## src/include/usbe_pkg.sv

```systemverilog
package usbe_pkg;
   // Register byte offsets on the Avalon-MM slave
   localparam int AVS_AW = 4;
   localparam logic [AVS_AW-1:0] OFS_CSR = 4'h0;
   localparam logic [AVS_AW-1:0] OFS_FIFO = 4'h4;
   localparam logic [AVS_AW-1:0] OFS_CFG = 4'h8;
   // Control and status field positions
   localparam int CSR_TX_COMPLETE = 0;
   localparam int CSR_RX_BANK0 = 1;
   localparam int CSR_SETUP_RCV = 2;
   localparam int CSR_STALL_SENT = 3;
   localparam int CSR_TX_PKT_RDY = 4;
   localparam int CSR_FORCE_STALL = 5;
   localparam int CSR_RX_BANK1 = 6;
   localparam int CSR_RX_COUNT = 16;
   // Configuration field positions
   localparam int CFG_PING_PONG = 0;
   localparam int CFG_INT_EN = 1;
   localparam logic [1:0] CFG_RESET = 2'h0;
   // Bank geometry
   localparam int PTR_W = 6;
   localparam int CNT_W = 7;
   localparam int BANK_AW = 7;
   localparam logic [CNT_W-1:0] EP_BYTES = 7'h40;

   typedef enum logic [1:0] {TOK_OUT, TOK_IN, TOK_SETUP} usbe_tok_e;
   typedef enum logic [1:0] {HS_ACK, HS_NAK, HS_STALL} usbe_hs_e;

   typedef struct packed {
      logic tokValid;
      usbe_tok_e tokKind;
      logic dataValid;
      logic [7:0] data;
      logic dataEnd;
   } usbe_rx_s;

   typedef struct packed {
      logic valid;
      logic [7:0] data;
      logic last;
      logic empty;
   } usbe_tx_s;

   typedef struct packed {
      logic valid;
      usbe_hs_e code;
   } usbe_hs_s;

   function automatic logic [BANK_AW-1:0] bankAddr(input logic bank, input logic [CNT_W-1:0] ptr);
      bankAddr = {bank, ptr[PTR_W-1:0]};
   endfunction : bankAddr
endpackage : usbe_pkg

```

## src/design/usbe_bank_ram.sv

```systemverilog
module usbe_bank_ram
   import usbe_pkg::*;
(
   input wire logic clk_sys, // System clock
   input wire logic wrEn, // Write strobe
   input wire logic [BANK_AW-1:0] wrAddr, // Bank and byte index
   input wire logic [7:0] wrData, // Byte to store
   input wire logic [BANK_AW-1:0] rdAddr, // Bank and byte index
   output logic [7:0] rdData // Byte read, one cycle late
);
   logic [7:0] mem [0:(1 << BANK_AW) - 1];

   // No reset: contents are only valid once written
   always_ff @(posedge clk_sys) begin
      if (wrEn) begin
         mem[wrAddr] <= wrData;
      end
      rdData <= mem[rdAddr];
   end
endmodule : usbe_bank_ram

```

## src/design/usbe_tx_engine.sv

```systemverilog
module usbe_tx_engine
   import usbe_pkg::*;
(
   input wire logic clk_sys, // System clock
   input wire logic nrst, // Synchronous reset, active low
   input wire logic start, // Send one packet
   input wire logic bank, // Bank holding the packet
   input wire logic [CNT_W-1:0] len, // Packet length in bytes
   input wire logic linkReady, // Link takes the shown byte
   output logic memRdEn, // Engine owns the read port
   output logic [BANK_AW-1:0] memRdAddr, // Read address
   input wire logic [7:0] memRdData, // Read data
   output usbe_tx_s tx, // Byte stream toward the link
   output logic busy // Packet in progress
);
   typedef enum logic [1:0] {ENG_IDLE, ENG_FETCH, ENG_LOAD, ENG_SHOW} usbe_eng_e;
   usbe_eng_e state_r;
   logic bank_r;
   logic [CNT_W-1:0] len_r;
   logic [CNT_W-1:0] ptr_r;

   assign memRdEn = (state_r == ENG_FETCH);
   assign memRdAddr = bankAddr(bank_r, ptr_r);
   assign busy = (state_r != ENG_IDLE);

   always_ff @(posedge clk_sys) begin
      if (!nrst) begin
         state_r <= ENG_IDLE;
         tx <= '0;
         bank_r <= 1'b0;
         len_r <= '0;
         ptr_r <= '0;
      end else begin
         case (state_r)
            ENG_IDLE: begin
               if (start) begin
                  bank_r <= bank;
                  len_r <= len;
                  ptr_r <= '0;
                  if (len == '0) begin
                     // Zero-length packet is a single empty beat
                     tx <= '{valid: 1'b1, data: 8'h00, last: 1'b1, empty: 1'b1};
                     state_r <= ENG_SHOW;
                  end else begin
                     state_r <= ENG_FETCH;
                  end
               end
            end
            ENG_FETCH: state_r <= ENG_LOAD;
            ENG_LOAD: begin
               tx <= '{valid: 1'b1, data: memRdData,
                       last: (ptr_r + 7'h01) == len_r, empty: 1'b0};
               state_r <= ENG_SHOW;
            end
            ENG_SHOW: begin
               if (linkReady) begin
                  tx.valid <= 1'b0;
                  ptr_r <= ptr_r + 7'h01;
                  state_r <= tx.last ? ENG_IDLE : ENG_FETCH;
               end
            end
            default: state_r <= ENG_IDLE;
         endcase
      end
   end
endmodule : usbe_tx_engine

```

## src/design/usbe_endpoint.sv

```systemverilog
module usbe_endpoint
   import usbe_pkg::*;
(
   input wire logic clk_sys, // System clock, 100 MHz
   input wire logic nrst, // Synchronous reset, active low
   input wire logic [AVS_AW-1:0] avsAddress, // Byte address
   input wire logic avsRead, // Read request
   input wire logic avsWrite, // Write request
   input wire logic [31:0] avsWriteData, // Write data
   input wire logic [3:0] avsByteEnable, // Byte lanes
   output logic [31:0] avsReadData, // Read data
   output logic avsWaitRequest, // Stall the master
   input wire usbe_rx_s usbRx, // Tokens and received bytes
   input wire logic usbHostAck, // Host ACK after IN data
   input wire logic usbTxReady, // Link takes the shown byte
   output usbe_tx_s usbTx, // IN data stream
   output usbe_hs_s usbHs, // Handshake to return
   output logic irq // Endpoint interrupt, level
);
   logic cfgPingPong_r, cfgIntEn_r;
   logic tx_complete_r, setupRcv_r, stall_sent_b_r, force_stall_a_r;
   logic [1:0] rxFull_r, txReady_r;
   logic [CNT_W-1:0] txLen_r [0:1];
   logic [CNT_W-1:0] rxCnt_r [0:1];
   logic fillBank_r, sendBank_r, rdBank_r, rxNextBank_r;
   logic [CNT_W-1:0] fwPtr_r;
   logic rxActive_r, rxAccept_r, setup_received_r, rxStall_r, rxBank_r;
   logic [CNT_W-1:0] rxPtr_r;
   logic inFlight_r, inBank_r, rdStage_r;
   logic [7:0] ramRdData;
   logic engRdEn, engBusy, engStart;
   logic [BANK_AW-1:0] engRdAddr;

   logic csrWr, cfgWr, fifoWr, fifoRd, fifoWrOk, fifoRdOk;
   logic usbWe, fwRxBank, tokIn, tokOut, tokSetup, outFree, outBank;
   logic inGo, inAcked, rxDone, stallHs;
   logic [1:0] rxSet, rxClr;
   logic pending;

   assign csrWr = avsWrite && (avsAddress == OFS_CSR) && avsByteEnable[0];
   assign cfgWr = avsWrite && (avsAddress == OFS_CFG) && avsByteEnable[0];
   assign fifoWr = avsWrite && (avsAddress == OFS_FIFO) && avsByteEnable[0];
   assign fifoRd = avsRead && (avsAddress == OFS_FIFO);
   assign usbWe = rxActive_r && rxAccept_r && usbRx.dataValid && (rxPtr_r < EP_BYTES);
   // The USB side cannot be held off, so firmware waits on port clashes
   assign fifoWrOk = fifoWr && !usbWe;
   assign fifoRdOk = fifoRd && rdStage_r;
   assign avsWaitRequest = (fifoWr && usbWe) || (fifoRd && !rdStage_r);

   // Firmware reads the setup bank first, else the bank its order tracks
   assign fwRxBank = setupRcv_r ? 1'b0 : (cfgPingPong_r ? rdBank_r : 1'b0);

   always_comb begin
      avsReadData = 32'h0000_0000;
      if (avsRead) begin
         case (avsAddress)
            OFS_CSR: begin
               avsReadData[CSR_TX_COMPLETE] = tx_complete_r;
               avsReadData[CSR_RX_BANK0] = rxFull_r[0];
               avsReadData[CSR_SETUP_RCV] = setupRcv_r;
               avsReadData[CSR_STALL_SENT] = stall_sent_b_r;
               avsReadData[CSR_TX_PKT_RDY] = |txReady_r;
               avsReadData[CSR_FORCE_STALL] = force_stall_a_r;
               avsReadData[CSR_RX_BANK1] = rxFull_r[1];
               // count of the bank firmware reads
               avsReadData[CSR_RX_COUNT +: CNT_W] = rxCnt_r[fwRxBank];
            end
            OFS_FIFO: avsReadData[7:0] = ramRdData;
            OFS_CFG: begin
               avsReadData[CFG_PING_PONG] = cfgPingPong_r;
               avsReadData[CFG_INT_EN] = cfgIntEn_r;
            end
            default: avsReadData = 32'h0000_0000;
         endcase
      end
   end

   always_ff @(posedge clk_sys) begin
      if (!nrst) begin
         {cfgIntEn_r, cfgPingPong_r} <= CFG_RESET;
      end else if (cfgWr) begin
         cfgPingPong_r <= avsWriteData[CFG_PING_PONG];
         cfgIntEn_r <= avsWriteData[CFG_INT_EN];
      end
   end

   // Second cycle of a FIFO read returns the registered RAM byte
   always_ff @(posedge clk_sys) begin
      if (!nrst) begin
         rdStage_r <= 1'b0;
      end else begin
         rdStage_r <= fifoRd && !rdStage_r && !engRdEn;
      end
   end

   usbe_bank_ram u_ram (
      .clk_sys(clk_sys),
      .wrEn(usbWe || fifoWrOk),
      .wrAddr(usbWe ? bankAddr(rxBank_r, rxPtr_r) : bankAddr(fillBank_r, fwPtr_r)),
      .wrData(usbWe ? usbRx.data : avsWriteData[7:0]),
      .rdAddr(engRdEn ? engRdAddr : bankAddr(fwRxBank, fwPtr_r)),
      .rdData(ramRdData)
   );

   // Token decode
   assign tokIn = usbRx.tokValid && (usbRx.tokKind == TOK_IN);
   assign tokOut = usbRx.tokValid && (usbRx.tokKind == TOK_OUT);
   assign tokSetup = usbRx.tokValid && (usbRx.tokKind == TOK_SETUP);
   // single bank free only when firmware has released it
   // ping-pong takes the next bank in turn
   assign outBank = cfgPingPong_r ? rxNextBank_r : 1'b0;
   assign outFree = !rxFull_r[outBank] && !setupRcv_r;
   // data goes only from a bank marked ready
   assign inGo = tokIn && !force_stall_a_r && txReady_r[sendBank_r] && !engBusy;
   assign engStart = inGo;
   assign inAcked = usbHostAck && inFlight_r;
   assign rxDone = rxActive_r && usbRx.dataEnd;
   // stall answers IN and OUT, never a setup
   assign stallHs = (tokIn && force_stall_a_r) || (rxDone && rxStall_r);

   usbe_tx_engine u_tx (
      .clk_sys(clk_sys),
      .nrst(nrst),
      .start(engStart),
      .bank(sendBank_r),
      .len(txLen_r[sendBank_r]),
      .linkReady(usbTxReady),
      .memRdEn(engRdEn),
      .memRdAddr(engRdAddr),
      .memRdData(ramRdData),
      .tx(usbTx),
      .busy(engBusy)
   );

   // Receive side of one OUT or SETUP transaction
   always_ff @(posedge clk_sys) begin
      if (!nrst) begin
         rxActive_r <= 1'b0;
         rxAccept_r <= 1'b0;
         setup_received_r <= 1'b0;
         rxStall_r <= 1'b0;
         rxBank_r <= 1'b0;
         rxPtr_r <= '0;
      end else if (tokOut || tokSetup) begin
         rxActive_r <= 1'b1;
         setup_received_r <= tokSetup;
         // a setup always lands in bank zero
         rxStall_r <= tokOut && force_stall_a_r;
         rxAccept_r <= tokSetup || (outFree && !force_stall_a_r);
         rxBank_r <= tokSetup ? 1'b0 : outBank;
         rxPtr_r <= '0;
      end else begin
         if (usbWe) begin
            rxPtr_r <= rxPtr_r + 7'h01;
         end
         if (rxDone) begin
            rxActive_r <= 1'b0;
         end
      end
   end

   // Handshake answer, one cycle pulse
   always_ff @(posedge clk_sys) begin
      if (!nrst) begin
         usbHs <= '{valid: 1'b0, code: HS_ACK};
      end else if (stallHs) begin
         usbHs <= '{valid: 1'b1, code: HS_STALL};
      end else if (tokIn && !inGo) begin
         usbHs <= '{valid: 1'b1, code: HS_NAK};
      end else if (rxDone) begin
         // ACK stored data, NAK while firmware owns the bank
         usbHs <= '{valid: 1'b1, code: rxAccept_r ? HS_ACK : HS_NAK};
      end else begin
         usbHs <= '{valid: 1'b0, code: HS_ACK};
      end
   end

   // flags set on a stored OUT payload
   always_comb begin
      rxSet = 2'b00;
      rxClr = 2'b00;
      if (rxDone && rxAccept_r && !setup_received_r) begin
         rxSet[rxBank_r] = 1'b1;
      end
      if (csrWr) begin
         rxClr[0] = !avsWriteData[CSR_RX_BANK0];
         rxClr[1] = !avsWriteData[CSR_RX_BANK1];
      end
   end

   // Sticky flags: writing zero clears, a hardware set in the same cycle wins
   always_ff @(posedge clk_sys) begin
      if (!nrst) begin
         rxFull_r <= 2'b00;
         setupRcv_r <= 1'b0;
         stall_sent_b_r <= 1'b0;
         tx_complete_r <= 1'b0;
         force_stall_a_r <= 1'b0;
      end else begin
         rxFull_r <= rxSet | (rxFull_r & ~rxClr);
         // setup flag held until firmware clears it
         setupRcv_r <= (rxDone && rxAccept_r && setup_received_r) ||
                       (setupRcv_r && !(csrWr && !avsWriteData[CSR_SETUP_RCV]));
         stall_sent_b_r <= stallHs ||
                        (stall_sent_b_r && !(csrWr && !avsWriteData[CSR_STALL_SENT]));
         // host ACK of IN data sets transmit complete
         tx_complete_r <= inAcked ||
                     (tx_complete_r && !(csrWr && !avsWriteData[CSR_TX_COMPLETE]));
         if (csrWr) begin
            force_stall_a_r <= avsWriteData[CSR_FORCE_STALL];
         end
      end
   end

   // byte count and bank order of received payloads
   always_ff @(posedge clk_sys) begin
      if (!nrst) begin
         rxCnt_r[0] <= '0;
         rxCnt_r[1] <= '0;
         rxNextBank_r <= 1'b0;
         rdBank_r <= 1'b0;
      end else begin
         if (rxDone && rxAccept_r) begin
            rxCnt_r[rxBank_r] <= rxPtr_r;
            // next OUT goes to the other bank
            if (cfgPingPong_r && !setup_received_r) begin
               rxNextBank_r <= !rxBank_r;
            end
         end
         // in ping-pong, release of the read bank moves firmware reads to the other
         if (cfgPingPong_r && rxClr[rdBank_r] && rxFull_r[rdBank_r]) begin
            rdBank_r <= !rdBank_r;
         end
      end
   end

   always_ff @(posedge clk_sys) begin
      if (!nrst) begin
         txReady_r <= 2'b00;
         txLen_r[0] <= '0;
         txLen_r[1] <= '0;
         fillBank_r <= 1'b0;
         sendBank_r <= 1'b0;
         inFlight_r <= 1'b0;
         inBank_r <= 1'b0;
      end else begin
         // ready flag hands the filled bank to the device
         if (csrWr && avsWriteData[CSR_TX_PKT_RDY] && !txReady_r[fillBank_r]) begin
            txReady_r[fillBank_r] <= 1'b1;
            txLen_r[fillBank_r] <= fwPtr_r;
            if (cfgPingPong_r) begin
               fillBank_r <= !fillBank_r;
            end
         end
         if (usbRx.tokValid) begin
            // A new token without an ACK means the host will retry
            inFlight_r <= inGo;
            inBank_r <= sendBank_r;
         end else if (inAcked) begin
            inFlight_r <= 1'b0;
            txReady_r[inBank_r] <= 1'b0;
            if (cfgPingPong_r) begin
               sendBank_r <= !inBank_r;
            end
         end
      end
   end

   // Firmware FIFO pointer restarts whenever firmware hands a bank to the device
   always_ff @(posedge clk_sys) begin
      if (!nrst) begin
         fwPtr_r <= '0;
      end else if (csrWr && (avsWriteData[CSR_TX_PKT_RDY] || |(rxClr & rxFull_r) ||
                             (setupRcv_r && !avsWriteData[CSR_SETUP_RCV]))) begin
         fwPtr_r <= '0;
      end else if ((fifoWrOk || fifoRdOk) && (fwPtr_r < EP_BYTES)) begin
         fwPtr_r <= fwPtr_r + 7'h01;
      end
   end

   // level interrupt from all pending flags
   assign pending = tx_complete_r || (|rxFull_r) || setupRcv_r || stall_sent_b_r;
   assign irq = cfgIntEn_r && pending;
endmodule : usbe_endpoint

```

## config.mk

```make
export PLATFORM = sky130hd
export DESIGN_NAME = usbe_endpoint
export DESIGN_NICKNAME = d
export VERILOG_FILES = /design/src/include/usbe_pkg.sv /design/src/design/usbe_bank_ram.sv /design/src/design/usbe_tx_engine.sv /design/src/design/usbe_endpoint.sv
export SDC_FILE = /design/constraint.sdc
export NUM_CORES = 2
export LEC_CHECK = 0
export BUFFER_PORTS_ARGS = -buffer_cell sky130_fd_sc_hd__buf_4
export CAP_MARGIN = 20
export CORE_ASPECT_RATIO = 1.75
export CORE_MARGIN = 4
export CORE_UTILIZATION = 33
export DETAILED_ROUTE_END_ITERATION = 10
export GPL_ROUTABILITY_DRIVEN = 1
export PLACE_DENSITY = 0.59
export REMOVE_ABC_BUFFERS = 1
export SLEW_MARGIN = 20
export SYNTH_ARGS = -nofsm -noshare
export SYNTH_HDL_FRONTEND = slang
export SYNTH_SLANG_ARGS = --single-unit
export TNS_END_PERCENT = 100
```

## constraint.sdc

```tcl
create_clock -name clk_sys -period 8.1 [get_ports clk_sys]
set_input_delay 1.215 -clock clk_sys [delete_from_list [all_inputs] [get_ports clk_sys]]
set_output_delay 1.215 -clock clk_sys [all_outputs]
set_load 0.05 [all_outputs]
```

==> flow_summary.ini <==
[clocking]
root_buffer = clkbuf_16
cts_buffers = 96
cts.path.max_buffers = 3
cts-hold-fix-buffers = 0
htreeDepth = 3
cts.clk_slew.worst_paths_ns = 0.07
clk-insertion-delay-late_ns = 0.70
post_cts_resized = 0
cts_num_sinks = 1128
cts_tree = built
post_cts_buffers = 0

[route]
vias_per_cell = 5.23
routed_wl_um = 122000
drt_iter0_drc = 2135
antenna_left = 0
via_count = 27172
wl_per_cell_um = 23.5
dr.pass1.iters = 6
drc_errors = 0

[sta]
fmax_mhz = 186
layout_setup_ws_ns = 2.74
fin_skew_ns = 0.0206
rsz0062_at_grt = false
post-route-period-util = 0.662
min_period_ns = 5.36
hold_viol = 0
maxSlewHeadroom = 0.152
worst_pin_slew_ns = 1.26
finalSetupViolations = 0
slew_viol_final = 0

[critical_path]
worst_r2r_startpoint = u_tx.state_r[1]
worstSetupEndpointType = flop
crit_type = reg -> reg
cp.depth = 10
reg2reg_slack_ns = 2.74
slowest_stage = nor4_1
cp_top_family = simple AND/OR/NAND/NOR gates
worst_setup_path_start_kind = flop
worstPathMaxFanout = 60
crit_chain = inv_1 > ha_2 > mux2i_4 > nand2_2 > buf_12 > o221ai_1 > a21oi_1 > nor4_1 > a211oi_1 > o211ai_1
reg2regPathDepth = 10
cp_data_required_time_ns = 8.73
arrival_ns = 5.99
critPathBufInv = 2
slowest_delay_ns = 1.03
rr_endpoint = u_ram.rdData[1]

[pwr]
power_density_mw_per_mm2 = 229
intPower_uw = 9380
switching_share = 0.206
finalPower_uw = 11800
p_leak_uw = 0.0177
switchingPower_uw = 2430
pwr-share-clk = 0.425
sequentialPowerShare = 0.541
vdd_drop_max_mv = 0.156
p_comb_frac = 0.034

[global_route]
antenna_found_initial = 1
grt_pass1_vias = 26921
grt.overflow.total = 0
grt_start_max_net_pins = 148
track_usage = 0.165
grt_pass1_wl_um = 177000

[die]
rows = 180
start_util = 0.333
coreArea_mm2 = 0.138
die-area_mm2 = 0.145
ioPinCount = 107
fp.dieW_um = 290
die_y_um = 501

[placed_design]
dpl_cell_area_mm2 = 0.0482
gp_congestion = 0.857
dp_hpwl_um = 77600
io_buffer_count = 62
dpl_worst_slack_ns = 2.94
placed_cells = 5017

[hold_path]
hold_end = u_tx.tx[10]
min_from = u_tx.tx[10]
holdPathStages = 2
min_path_type = reg -> reg

[layout]
layout.nets = 3363
fill_cells = 12869
final_cell_area_mm2 = 0.0516
drive_above_1_share = 0.0915
area_delta_synth_final_pct = 12.7
stdcell_count = 5197

[synthesis]
yosysTopAreaCell = edfxtp_1
yosys-top-cells-area = edfxtp_1 69%, mux2i_1 6.4%, nand2_1 4.7%
synth.top_cell.area_share = 0.690
ys_ff_latch = 1128
ys_types = 61
syn_inst = 3285
ys_seq_area_frac = 0.723
avgSynthCellArea_um2 = 13.9
async_flop_share = 0
synth_edf_count = 1052
yosys_warnings = 0
synth_area_mm2 = 0.0458
synthFlopType = edfxtp_1

[flow_run]
drv_cap = 0

[run_status]
outcome = completed
[per-layer routing]
layer  track usage  up-vias  part of all wire
met4         0.112        0             0.076
met1         0.176    13554              0.35
met2         0.302      980              0.53
met3        0.0188      303             0.048
met5             0        -                 0
li1              -    12335                 -
[state kept, by name (all words and copies together), names as in the netlist, 2 cells and up, named ones only]
name          count
fwPtr_r           7
rxCnt_r          14
rxFull_r          2
rxPtr_r           7
txLen_r          14
txReady_r         2
u_ram.mem      1024
u_ram.rdData      8
u_tx.len_r        7
u_tx.ptr_r        7
u_tx.state_r      2
u_tx.tx          11
usbHs             3
[placed cells by master (no fill, tap or decap), types with 20 or more instances in the layout]
master	instances
o21ai_0	22
o221ai_1	74
buf_4	95
clkbuf_16	98
nand2_1	570
a31oi_1	20
mux2i_1	290
nand3_1	228
edfxtp_1	1052
a21oi_1	151
bufinv_16	21
nor4_1	40
mux4_2	20
dfxtp_1	76
nor2_1	218
and2_1	38
[synthesized netlist by cell type (3+ instances only)]
master	count
nand2b_1	12
a22oi_1	14
xnor2_1	6
nor3b_1	5
nand3b_1	11
mux2_2	4
a32oi_1	19
ha_1	8
nor2_1	218
and2_1	38
clkbuf_1	97
o21ai_1	9
o22ai_1	16
mux4_2	20
xor2_1	12
nor3_1	17
a31oi_1	22
dfxtp_1	76
inv_1	10
a21oi_1	151
or2_2	3
nand3_1	234
edfxtp_1	1052
a22o_1	4
o221ai_1	74
buf_4	37
nor4_1	40
mux2i_1	293
nor2b_1	5
nand2_1	578
or3_1	8
nand4_1	5
a311oi_1	11
o31ai_1	3
a221oi_1	6
a211oi_1	15
buf_2	57
buf_6	9
buf_1	9
o21ai_0	28
and3_1	10
o211ai_1	6
a41o_1	13
[kinds of logic after synthesis]
kind of cell | after synthesis | synth area share
flip-flops | 1128 | 0.723
buffers and inverters | 220 | 0.0241
adder cells (fa/ha/maj) | 8 | 0.00219
AND/OR/NAND/NOR | 1192 | 0.113
XOR/XNOR | 18 | 0.00344
AO/OA/AOI/OAI | 398 | 0.0579
other | 1 | 0.0000819
multiplexers | 320 | 0.0760
[metrics by stage]
step / hold WS [ns] / utilization / TNS (ns)
6_report: 0.460 / 0.375 / 0
4_1_cts: 0.463 / 0.375 / 0
3_5_place_dp: 0.455 / 0.350 / 0
2_1_floorplan: 0.422 / - / -39.63
5_1_grt: 0.481 / 0.375 / 0
3_3_place_gp: 0.445 / 0.350 / 0
[how the worst max path moves through the flow]
stage                     slack (ns)              end            start
after floorplan                -4.96  u_ram.rdData[0]  u_tx.state_r[1]
after detailed placement        2.94  u_ram.rdData[1]  u_tx.state_r[1]
after global placement          3.00  u_ram.rdData[1]  u_tx.state_r[1]
final                           2.74  u_ram.rdData[1]  u_tx.state_r[1]
after CTS                       2.93  u_ram.rdData[1]  u_tx.state_r[1]
after global routing            2.83  u_ram.rdData[5]  u_tx.state_r[1]
[final cells by class]
type                       count  area (um2)  area share
sequential                  1128       33100       0.641
multi-input combinational   1953       11800       0.229
antenna                        1        2.50   0.0000485
tap                         1820        2280      0.0441
inverter                      11        41.3    0.000800
clock buffer                 114        2510      0.0487
timing repair buffer         106         941      0.0182
clock inverter                64         907      0.0176
[tightest hold or removal path: cells and delay by family, from the launching register on]
family,cells,cell delay (ns)
DFF,1,0.31
and+or+nand+nor,1,0.05
AOI/OAI and AO/OA,1,0.05
[power by group through the flow]
stage	clock network, uW	registers (uW)	logic, uW
detailed placement	0	6520	404
CTS	5090	6390	404
global placement	0	6520	397
finish	5020	6390	399
floorplan	0	6550	229
global route	5320	6390	428
Note: power is estimated with default switching activity, not from simulation.
